$ cat config.mk
export PLATFORM = sky130hd
export DESIGN_NAME = pbcc_port
export DESIGN_NICKNAME = d
export VERILOG_FILES = /design/src/inc/pbcc_pkg.sv /design/src/design/pbcc_wb_slave.sv /design/src/design/pbcc_sampler.sv /design/src/design/pbcc_port.sv
export SDC_FILE = /design/constraint.sdc
export NUM_CORES = 1
export LEC_CHECK = 0
export BUFFER_PORTS_ARGS = -buffer_cell sky130_fd_sc_hd__buf_2
export CORE_ASPECT_RATIO = 0.9
export CORE_MARGIN = 1.5
export CORE_UTILIZATION = 44
export DETAILED_ROUTE_END_ITERATION = 16
export GPL_TIMING_DRIVEN = 0
export PLACE_DENSITY = 0.72
export SLEW_MARGIN = 25
export SYNTH_ARGS = -nofsm -noshare
export SYNTH_HDL_FRONTEND = slang
export SYNTH_SLANG_ARGS = --single-unit
$ cat constraint.sdc
create_clock -name clk_i -period 5.53 [get_ports clk_i]
set_clock_uncertainty 0.1 [all_clocks]
set_input_delay 1.106 -clock clk_i [delete_from_list [all_inputs] [get_ports clk_i]]
set_output_delay 1.106 -clock clk_i [all_outputs]
set_load 0.01 [all_outputs]
$ cat src/inc/pbcc_pkg.sv
// package: register map, field layout, modes and timing for the port b / capcom pin block
package pbcc_pkg;
   // register byte addresses on the wishbone bus
   localparam logic [15:0] PBCC_ADDR_DATA = 16'hffc0; // port_b_data_latch
   localparam logic [15:0] PBCC_ADDR_DIR = 16'hffc2; // port_b_direction
   localparam logic [15:0] PBCC_ADDR_ODRV = 16'hf1c2; // port2_output_driver_mode
   localparam logic [15:0] PBCC_ADDR_PIN = 16'hf1c4; // input latch, read only
   localparam logic [15:0] PBCC_ADDR_CCMODE = 16'hf1c8; // channel compare enable
   localparam logic [15:0] PBCC_ADDR_CCSEL = 16'hf1cc; // channel compare mode select
   // field layout
   localparam int PBCC_LINE_LO = 2;
   localparam int PBCC_LINE_HI = 15;
   localparam int PBCC_FIRQ_LO = 8;
   localparam int PBCC_T7_LINE = 15;
   localparam logic [15:0] PBCC_LINE_MASK = 16'hfffc; // bits 1 and 0 unimplemented
   // reset values
   localparam logic [15:0] PBCC_RST_REG = 16'h0000;
   // interrupt sample period: 83.34 ns at 48 MHz, i.e. four cpu clocks
   localparam int PBCC_SAMPLE_CLKS = 4;
   localparam logic [1:0] PBCC_SAMPLE_LAST = 2'h3;
   // compare mode encoding per channel
   typedef enum logic [1:0] {
      PBCC_CMP_OFF = 2'h0,
      PBCC_CMP_TOGGLE = 2'h1, // compare mode 1
      PBCC_CMP_SET = 2'h3 // compare mode 3
   } pbcc_cmp_e;
endpackage : pbcc_pkg

$ cat src/design/pbcc_wb_slave.sv
// wishbone classic slave: decode, one-cycle ack, register write strobes and readback
module pbcc_wb_slave
   import pbcc_pkg::*;
(
   input wire logic clk_i,
   input wire logic rst_i,
   input wire logic cyc_i,
   input wire logic stb_i,
   input wire logic we_i,
   input wire logic [15:0] adr_i,
   input wire logic [3:0] sel_i,
   input wire logic [31:0] dat_i,
   output logic [31:0] dat_o,
   output logic ack_o,
   output logic [5:0] wr_o,
   output logic [15:0] wdata_o,
   input wire logic [15:0] rd_data_i,
   input wire logic [15:0] rd_dir_i,
   input wire logic [15:0] rd_odrv_i,
   input wire logic [15:0] rd_pin_i,
   input wire logic [15:0] rd_ccen_i,
   input wire logic [15:0] rd_ccsel_i
);
   typedef struct packed {
      logic ack;
      logic [31:0] dat;
   } pbcc_wb_s;
   pbcc_wb_s st, next_st;
   logic req;
   logic [15:0] rsel;
   logic [5:0] hit;

   // address decode
   always_comb begin
      hit = 6'h00;
      rsel = 16'h0000;
      if (adr_i == PBCC_ADDR_DATA) begin
         hit = 6'h01;
         rsel = rd_data_i;
      end else if (adr_i == PBCC_ADDR_DIR) begin
         hit = 6'h02;
         rsel = rd_dir_i;
      end else if (adr_i == PBCC_ADDR_ODRV) begin
         hit = 6'h04;
         rsel = rd_odrv_i;
      end else if (adr_i == PBCC_ADDR_PIN) begin
         hit = 6'h08;
         rsel = rd_pin_i;
      end else if (adr_i == PBCC_ADDR_CCMODE) begin
         hit = 6'h10;
         rsel = rd_ccen_i;
      end else if (adr_i == PBCC_ADDR_CCSEL) begin
         hit = 6'h20;
         rsel = rd_ccsel_i;
      end
   end

   assign req = cyc_i && stb_i && !st.ack;
   // write strobe only when both low byte lanes are enabled
   assign wr_o = (req && we_i && (sel_i[1:0] == 2'h3)) ? (hit & 6'h37) : 6'h00;
   assign wdata_o = dat_i[15:0];
   assign ack_o = st.ack;
   assign dat_o = st.dat;

   // ack one cycle after request; unmapped reads give zero
   always_comb begin
      next_st = st;
      next_st.ack = req;
      if (req && !we_i) begin
         next_st.dat = {16'h0000, rsel};
      end
   end

   always_ff @(posedge clk_i) begin
      if (rst_i) begin
         st <= '0;
      end else begin
         st <= next_st;
      end
   end
endmodule : pbcc_wb_slave

$ cat src/design/pbcc_sampler.sv
// interrupt input sampler: pin levels captured once every sample period
module pbcc_sampler
   import pbcc_pkg::*;
(
   input wire logic clk_i,
   input wire logic rst_i,
   input wire logic [15:0] level_i,
   output logic [15:0] sample_o,
   output logic tick_o
);
   typedef struct packed {
      logic [1:0] cnt;
      logic [15:0] smp;
   } pbcc_smp_s;
   pbcc_smp_s st, next_st;

   // free running divider; sample taken on its last count
   always_comb begin
      next_st = st;
      next_st.cnt = st.cnt + 2'h1;
      if (st.cnt == PBCC_SAMPLE_LAST) begin
         next_st.smp = level_i & PBCC_LINE_MASK;
      end
   end

   assign sample_o = st.smp;
   assign tick_o = (st.cnt == PBCC_SAMPLE_LAST);

   always_ff @(posedge clk_i) begin
      if (rst_i) begin
         st <= '0;
      end else begin
         st <= next_st;
      end
   end
endmodule : pbcc_sampler

$ cat src/design/pbcc_port.sv
// port b pin logic shared with capture/compare unit a
// Notes on behaviour
// - open drain bit 0 drives push/pull, bit 1 drives only low.
// - lines 15 to 2 serve as capture input or compare output per channel.
// - capture input takes the input latch, which follows the pin.
// - output lines feed the output latch to capture, allowing software triggers.
// - compare mode 1 match inverts the output latch.
// - compare mode 3 match loads one into the output latch.
// - compare mode 3 timer overflow also acts on the output latch.
// - hardware latch updates happen only on the compare trigger strobe.
// - software may write the output latch while compare uses it.
// - cpu write and compare trigger together: cpu value kept.
// - a cpu write selects the bus path into the latch.
// - bus data and alternate data merge ahead of the latch.
// - capture lines are sampled as external interrupts every 83.34 ns.
// - lines 15 to 8 are fast interrupt inputs 7 to 0.
// - line 15 is the count input of timer seven.
// - direction bit 0 means input, 1 means output.
module pbcc_port
   import pbcc_pkg::*;
(
   input wire logic clk_i,
   input wire logic rst_i,
   input wire logic cyc_i,
   input wire logic stb_i,
   input wire logic we_i,
   input wire logic [15:0] adr_i,
   input wire logic [3:0] sel_i,
   input wire logic [31:0] dat_i,
   output logic [31:0] dat_o,
   output logic ack_o,
   input wire logic [15:0] pin_i,
   output logic [15:0] pin_o,
   output logic [15:0] pin_oe_o,
   input wire logic [15:0] cmp_trig_i,
   input wire logic [15:0] cmp_match_i,
   input wire logic [15:0] tovf_i,
   output logic [15:0] cap_o,
   output logic [15:0] ext_irq_o,
   output logic [7:0] fast_irq_o,
   output logic timer_seven_count_o
);
   typedef struct packed {
      logic [15:0] data;
      logic [15:0] dir;
      logic [15:0] odrv;
      logic [15:0] inl;
      logic [15:0] ccen;
      logic [15:0] ccsel;
      logic [15:0] cap;
   } pbcc_port_s;
   pbcc_port_s st, next_st;
   logic [5:0] wr;
   logic [15:0] wdata;
   logic [15:0] alt_do;
   logic [15:0] hw_upd;
   logic [15:0] smp;
   logic tick;

   // compare mode of one channel
   function automatic pbcc_cmp_e chan_mode(input logic en, input logic sel);
      if (!en) begin
         return PBCC_CMP_OFF;
      end
      return sel ? PBCC_CMP_SET : PBCC_CMP_TOGGLE;
   endfunction : chan_mode

   pbcc_wb_slave u_bus (
      .clk_i(clk_i),
      .rst_i(rst_i),
      .cyc_i(cyc_i),
      .stb_i(stb_i),
      .we_i(we_i),
      .adr_i(adr_i),
      .sel_i(sel_i),
      .dat_i(dat_i),
      .dat_o(dat_o),
      .ack_o(ack_o),
      .wr_o(wr),
      .wdata_o(wdata),
      .rd_data_i(st.data),
      .rd_dir_i(st.dir),
      .rd_odrv_i(st.odrv),
      .rd_pin_i(st.inl),
      .rd_ccen_i(st.ccen),
      .rd_ccsel_i(st.ccsel)
   );

   pbcc_sampler u_smp (
      .clk_i(clk_i),
      .rst_i(rst_i),
      .level_i(st.cap),
      .sample_o(smp),
      .tick_o(tick)
   );

   // alternate data output and which lines the compare trigger may clock
   always_comb begin
      alt_do = st.data;
      hw_upd = 16'h0000;
      for (int i = PBCC_LINE_LO; i <= PBCC_LINE_HI; i++) begin
         case (chan_mode(st.ccen[i], st.ccsel[i]))
            PBCC_CMP_TOGGLE: begin
               alt_do[i] = ~st.data[i];
               hw_upd[i] = cmp_trig_i[i] && cmp_match_i[i];
            end
            PBCC_CMP_SET: begin
               alt_do[i] = 1'b1;
               hw_upd[i] = cmp_trig_i[i] && (cmp_match_i[i] || tovf_i[i]);
            end
            default: begin
               alt_do[i] = st.data[i];
            end
         endcase
      end
   end

   // register and latch updates; cpu write path wins over alternate path
   always_comb begin
      next_st = st;
      for (int i = PBCC_LINE_LO; i <= PBCC_LINE_HI; i++) begin
         if (wr[0]) begin
            next_st.data[i] = wdata[i];
         end else if (hw_upd[i]) begin
            next_st.data[i] = alt_do[i];
         end
      end
      if (wr[1]) next_st.dir = wdata & PBCC_LINE_MASK;
      if (wr[2]) next_st.odrv = wdata & PBCC_LINE_MASK;
      if (wr[4]) next_st.ccen = wdata & PBCC_LINE_MASK;
      if (wr[5]) next_st.ccsel = wdata & PBCC_LINE_MASK;
      next_st.inl = pin_i & PBCC_LINE_MASK;
      // capture source: pin via input latch, or output latch on outputs
      next_st.cap = ((st.dir & st.data) | (~st.dir & st.inl)) & PBCC_LINE_MASK;
   end

   // pin drivers: direction gates enable, open drain drives only low
   always_comb begin
      pin_o = st.data;
      pin_oe_o = st.dir & ~(st.odrv & st.data);
   end

   assign cap_o = st.cap;
   assign ext_irq_o = smp;
   assign fast_irq_o = smp[PBCC_LINE_HI:PBCC_FIRQ_LO];
   assign timer_seven_count_o = st.inl[PBCC_T7_LINE];

   always_ff @(posedge clk_i) begin
      if (rst_i) begin
         st <= '0;
      end else begin
         st <= next_st;
      end
   end
endmodule : pbcc_port

# Word-level counts from Yosys, hierarchy flattened
# Index checks and enable logic that the tools add are counted.
# W data, S select, Z words.
[op_classes] addsub=1 eq_ne=36 n_mux=97 bitwise=21 reduce_logical=91
[ops] operator="$eq A16 B16 Y1 const B" n=6
[ops] operator="$mux W16" n=6
[ops] operator="$and A16 B16 Y16" n=4
[ops] operator="$mux W2" n=28
[ops] operator="$pmux W1 S2" n=28
[ops] operator="$mux W6" n=7
[ops] operator="$reduce_bool A3 Y1" n=14
[ops] operator="$logic_and A1 B1 Y1" n=33
[ops] operator="$eq A2 B2 Y1 const B" n=16
[ops] operator="$not A16 Y16" n=2
[ops] operator="$eq A2 B1 Y1 const B" n=14
[ops] operator="$mux W1" n=28
[ops] operator="$reduce_and A2 Y1" n=14
[ops] operator="$reduce_bool A2 Y1" n=14
[ops] operator="$or A16 B16 Y16" n=1
[ops] operator="$logic_or A1 B1 Y1" n=14
[ops] operator="$not A1 Y1" n=14
[ops] operator="$add A2 B1 Y2 const B" n=1
[ops] operator="$logic_not A1 Y1" n=2
[totals] register_bits=135 in_bits=121 elab_cells=272

# Logic depth before layout (Yosys ltp)
[logic_depth] word_depth=10 mapped_depth=8

# Modules after synthesis
# From an unflattened synthesis, not the netlist that was laid out.
[unflattened] hier_cells=710 hier_area_um2=6876.6
[modules_own_cells] module="pbcc_port" instances=1 cells_each=417 area_each_um2=4232.8 seq_area_each_um2=1961.9
[modules_own_cells] module="pbcc_wb_slave" instances=1 cells_each=225 area_each_um2=1935.6 seq_area_each_um2=340.3
[modules_own_cells] module="pbcc_sampler" instances=1 cells_each=68 area_each_um2=708.2 seq_area_each_um2=320.3

# Worst setup path after synthesis
# Ideal clock, no wire load.
[synth_timing] path_kind="input to register" startpoint="in adr_i[5]" endpoint="reg st (netlist bit pin_o[10])" setup_time_ns=0.132 t_arrival_ns=2.761 path_slack_ns=2.537 path_stages=7 path_buffers=2 path_cell_list="or3b_4 -> nor4_4 -> buf_4 -> nand3_1 -> buf_2 -> o221ai_1 -> a21oi_1"
[synth_between] elab_chain_cells=9 word_cells_on_any_way=15 cone_classes="5 x eq/ne; 7 x mux; 3 x reduce/logical"
[synth_lines] element="start: declaration" line="pbcc_port.sv:27" source="input wire logic [15:0] adr_i,"
[synth_lines] element="$eq A16 B16 Y1" line="pbcc_wb_slave.sv:49" source="end else if (adr_i == PBCC_ADDR_CCMODE) begin"
[synth_lines] element="$mux W6" line="pbcc_wb_slave.sv:49"
[synth_lines] element="$mux W6" line="pbcc_wb_slave.sv:46" source="end else if (adr_i == PBCC_ADDR_PIN) begin"
[synth_lines] element="$mux W6" line="pbcc_wb_slave.sv:43" source="end else if (adr_i == PBCC_ADDR_ODRV) begin"
[synth_lines] element="$mux W6" line="pbcc_wb_slave.sv:40" source="end else if (adr_i == PBCC_ADDR_DIR) begin"
[synth_lines] element="$mux W6 (*)" line="pbcc_wb_slave.sv:37" source="if (adr_i == PBCC_ADDR_DATA) begin"
[synth_lines] element="$mux W6 (*)" line="pbcc_wb_slave.sv:60" source="assign wr_o = (req && we_i && (sel_i[1:0] == 2'h3)) ? (hit & 6'h37) : 6'h00;"
[synth_lines] element="$reduce_bool A3 Y1 (no source line) or $reduce_bool A2 Y1 (tied branches)"
[synth_lines] element="$reduce_and A2 Y1 (no source line)"
[synth_lines] element="end signal: assignment" line="pbcc_port.sv:152" source="st <= next_st;"
[synth_lines] element="end: declaration" line="pbcc_port.sv:52" source="pbcc_port_s st, next_st;"
# Mark *: on every way between the ends. The rest lies on a longest branch, timed or not.
# A chain may end at the register's enable or synchronous reset.

# Worst setup path in the final report
[layout_timing] startpoint="in adr_i[5]" endpoint="reg st (netlist bit pin_o[7])"
# Same word-level chain as after synthesis.

==> out/metrics.yaml <==
status: "complete, no violations"
maxSlewHeadroom: 0.349
area_delta_synth_final_pct: 26.9
ys_seq_area_frac: 0.405
powerDensity_mw_per_mm2: 263
grt_pass1_vias: 5423
rsz0062_at_grt: "no"
start_kind: "input port"
cts.sinks: 129
hold_buffers: 0
routed_wl_um: 19600
path_buf_inv: 3
yosysTopAreaCell: "dfxtp_1"
leakage_uw: 0.00389
seq_area_mm2: 0.00258
ios: 227
h-tree-depth: 4
n_antenna_cell: 0
synthTopCellsByArea: "dfxtp_1 40%, mux2i_1 11%, buf_4 9.2%"
ctsResizeCount: 0
root_buffer: "clkbuf_16"
fin_crit_ns: 3.20
dpl_cell_area_mm2: 0.00757
drc: 0
synth.top_cell.area_share: 0.405
grtUsageTotal: 0.258
rows: 41
critPathMostFrequentCell: "buf_2"
crit_path_top_delay_cell: "nor4_4"
syn_inst: 704
fin_nets: 1041
start_util: 0.452
die_area_mm2: 0.0152
grt_max_degree: 17
grt_pass1_wl_um: 29100
cp-end-kind: "flop"
cts.clk_slew.worst_paths_ns: 0.05
p_int_uw: 1640
cp_cell_sequence: "buf_2 > or3b_4 > nor4_4 > buf_4 > nand3_1 > buf_2 > o221ai_1 > a21oi_1"
fmax_ghz: 0.313
antenna_found_initial: 0
maxCapViolations: 0
fill_cells: 1277
finalCritPeriodShare: 0.578
p_comb_frac: 0.076
swShare: 0.227
power.switching_uw: 483
syn_area_per_cell_um2: 9.06
final_area_mm2: 0.00810
cts_tree: "done"
critPathTopFamily: "simple AND/OR/NAND/NOR gates"
synth_cell_types: 42
overflow: 0
worstSetupPathType: "input port to flop"
ant_nets: 0
finalHoldViolations: 0
setup_tns_ns: 0
insertion_delay_ns: 0.41
clock_path_buffers: 2
multi_input_area_mm2: 0.00313
die_x_um: 130
drive_gt1_frac: 0.312
firstDrtPassIters: 5
drt-wirelength-per-cell_um: 17.5
ys_warn_count: 0
avgViaCountPerCell: 5.33
power_frac_seq: 0.448
tightestPinTransition_ns: 0.970
arrival_ns: 3.36
critPathRequiredTime_ns: 5.69
cts_setup_buffers: 0
setup_violations: 0
post-dp-hpwl_um: 13900
syn_area_mm2: 0.00638
fp.dieH_um: 117
place.port_buffers: 171
p_clk_frac: 0.476
core_mm2: 0.0141
maxSlewViolCount: 0
drt-initial-drc-count: 500
cts_buffers: 17
crit_fanout: 10
slowest_delay_ns: 0.63
ys_seq_elements: 129
vdd_drop_max_uv: 230
hp-class: "flop to flop"
gp_congestion: 0.889
num_vias: 5982
==> cell usage in the layout, fill, tap and decap left out, types with 27 or more instances in the layout <==
cell,count
buf_2,178
nor2b_1,27
clkbuf_1,31
mux2i_1,71
a21oi_1,51
dfxtp_1,129
buf_4,78
nand2_1,53
nor2_1,75
==> sequential cells by signal, indices dropped and copies added, names as in the netlist <==
| register | count |
|---|---|
| st | 69 |
| cap_o | 14 |
| pin_o | 14 |
| u_bus.dat_o | 14 |
| u_smp.sample_o | 14 |
| u_smp.st | 2 |
| timer_seven_count_o | 1 |
| u_bus.ack_o | 1 |
==> final cells by class <==
| cell class | instances | share of cell area |
|---|---|---|
| multi-input combinational | 478 | 0.387 |
| sequential | 129 | 0.319 |
| timing repair buffer | 171 | 0.106 |
| buffer | 118 | 0.0921 |
| clock buffer | 22 | 0.0573 |
| tap | 193 | 0.0298 |
| clock inverter | 7 | 0.00773 |
| inverter | 4 | 0.00185 |
==> cell families (layout without fill, tap and decap cells) <==
family	count (synthesis)	in the layout	share of synthesized area
AND/OR/NAND/NOR	209	209	0.168
adder cells (fa/ha/maj)	1	1	0.00196
multiplexers	71	71	0.111
buffers and inverters	122	322	0.119
flip-flops	129	129	0.405
AO/OA/AOI/OAI	171	171	0.194
other	1	26	0.000588
==> stage by stage <==
step / std cells / total power (µW) / hold WS [ns] / util / setup WS (ns)
final: 1122 / 2130 / 0.326 / 0.574 / 2.33
after global routing: 1122 / 2190 / 0.367 / 0.574 / 2.23
after CTS: 1122 / 2130 / 0.331 / 0.574 / 2.36
after detailed placement: 1093 / 1130 / 0.320 / 0.537 / 1.96
after global placement: 1093 / 1130 / 0.315 / 0.537 / 1.97
after floorplan: 729 / 1050 / 0.299 / - / 2.54
==> synth_stat cells (all sizes together) <==
cell,n
o211a,13
and3,5
conb,1
o21a,16
nand3,7
nor4,2
clkbuf,29
or3b,1
o211ai,3
nor2,75
a21boi,14
buf,89
ha,1
or4,2
nand2b,13
nor2b,27
o221ai,26
a21oi,51
a221o,1
a32o,14
nand4,17
mux2i,71
nor3,1
nand2,53
nand4b,1
o21ai,15
dfxtp,129
o311ai,13
a211oi,1
and4b,2
o2bb2ai,1
inv,4
nand3b,1
a31oi,3
nand4bb,2
==> path summary, 6_finish.rpt <==
kind         slack, ns      endpoint  cells past startpoint         start
max               2.33      pin_o[7]                      8      adr_i[5]
min               0.33  u_smp.st[16]                      1  u_smp.st[16]
max reg2reg       3.09        st[27]                      6   u_bus.ack_o
min reg2reg       0.33  u_smp.st[16]                      1  u_smp.st[16]
==> per-layer routing <==
metal  wire [µm]  GRT usage
met4         565      0.117
met5           0          0
met2        8850      0.409
met1        8440      0.329
met3        1770     0.0705
==> power groups by stage <==
stage	sequential [µW]	combinational [µW]	clock [µW]
floorplan	969	84.7	0
global placement	971	157	0
detailed placement	971	159	0
CTS	952	161	1020
global route	953	177	1060
finish	952	162	1010
==> worst register-to-register path, cell delays in order (launching register included) <==
cell,delay (ns)
dfxtp_1,0.31
nand3b_1,0.19
nor2_1,0.62
nand3_1,0.40
clkbuf_1,0.43
nand2_1,0.18
a21oi_1,0.07
(Power assumes the default switching activity.)
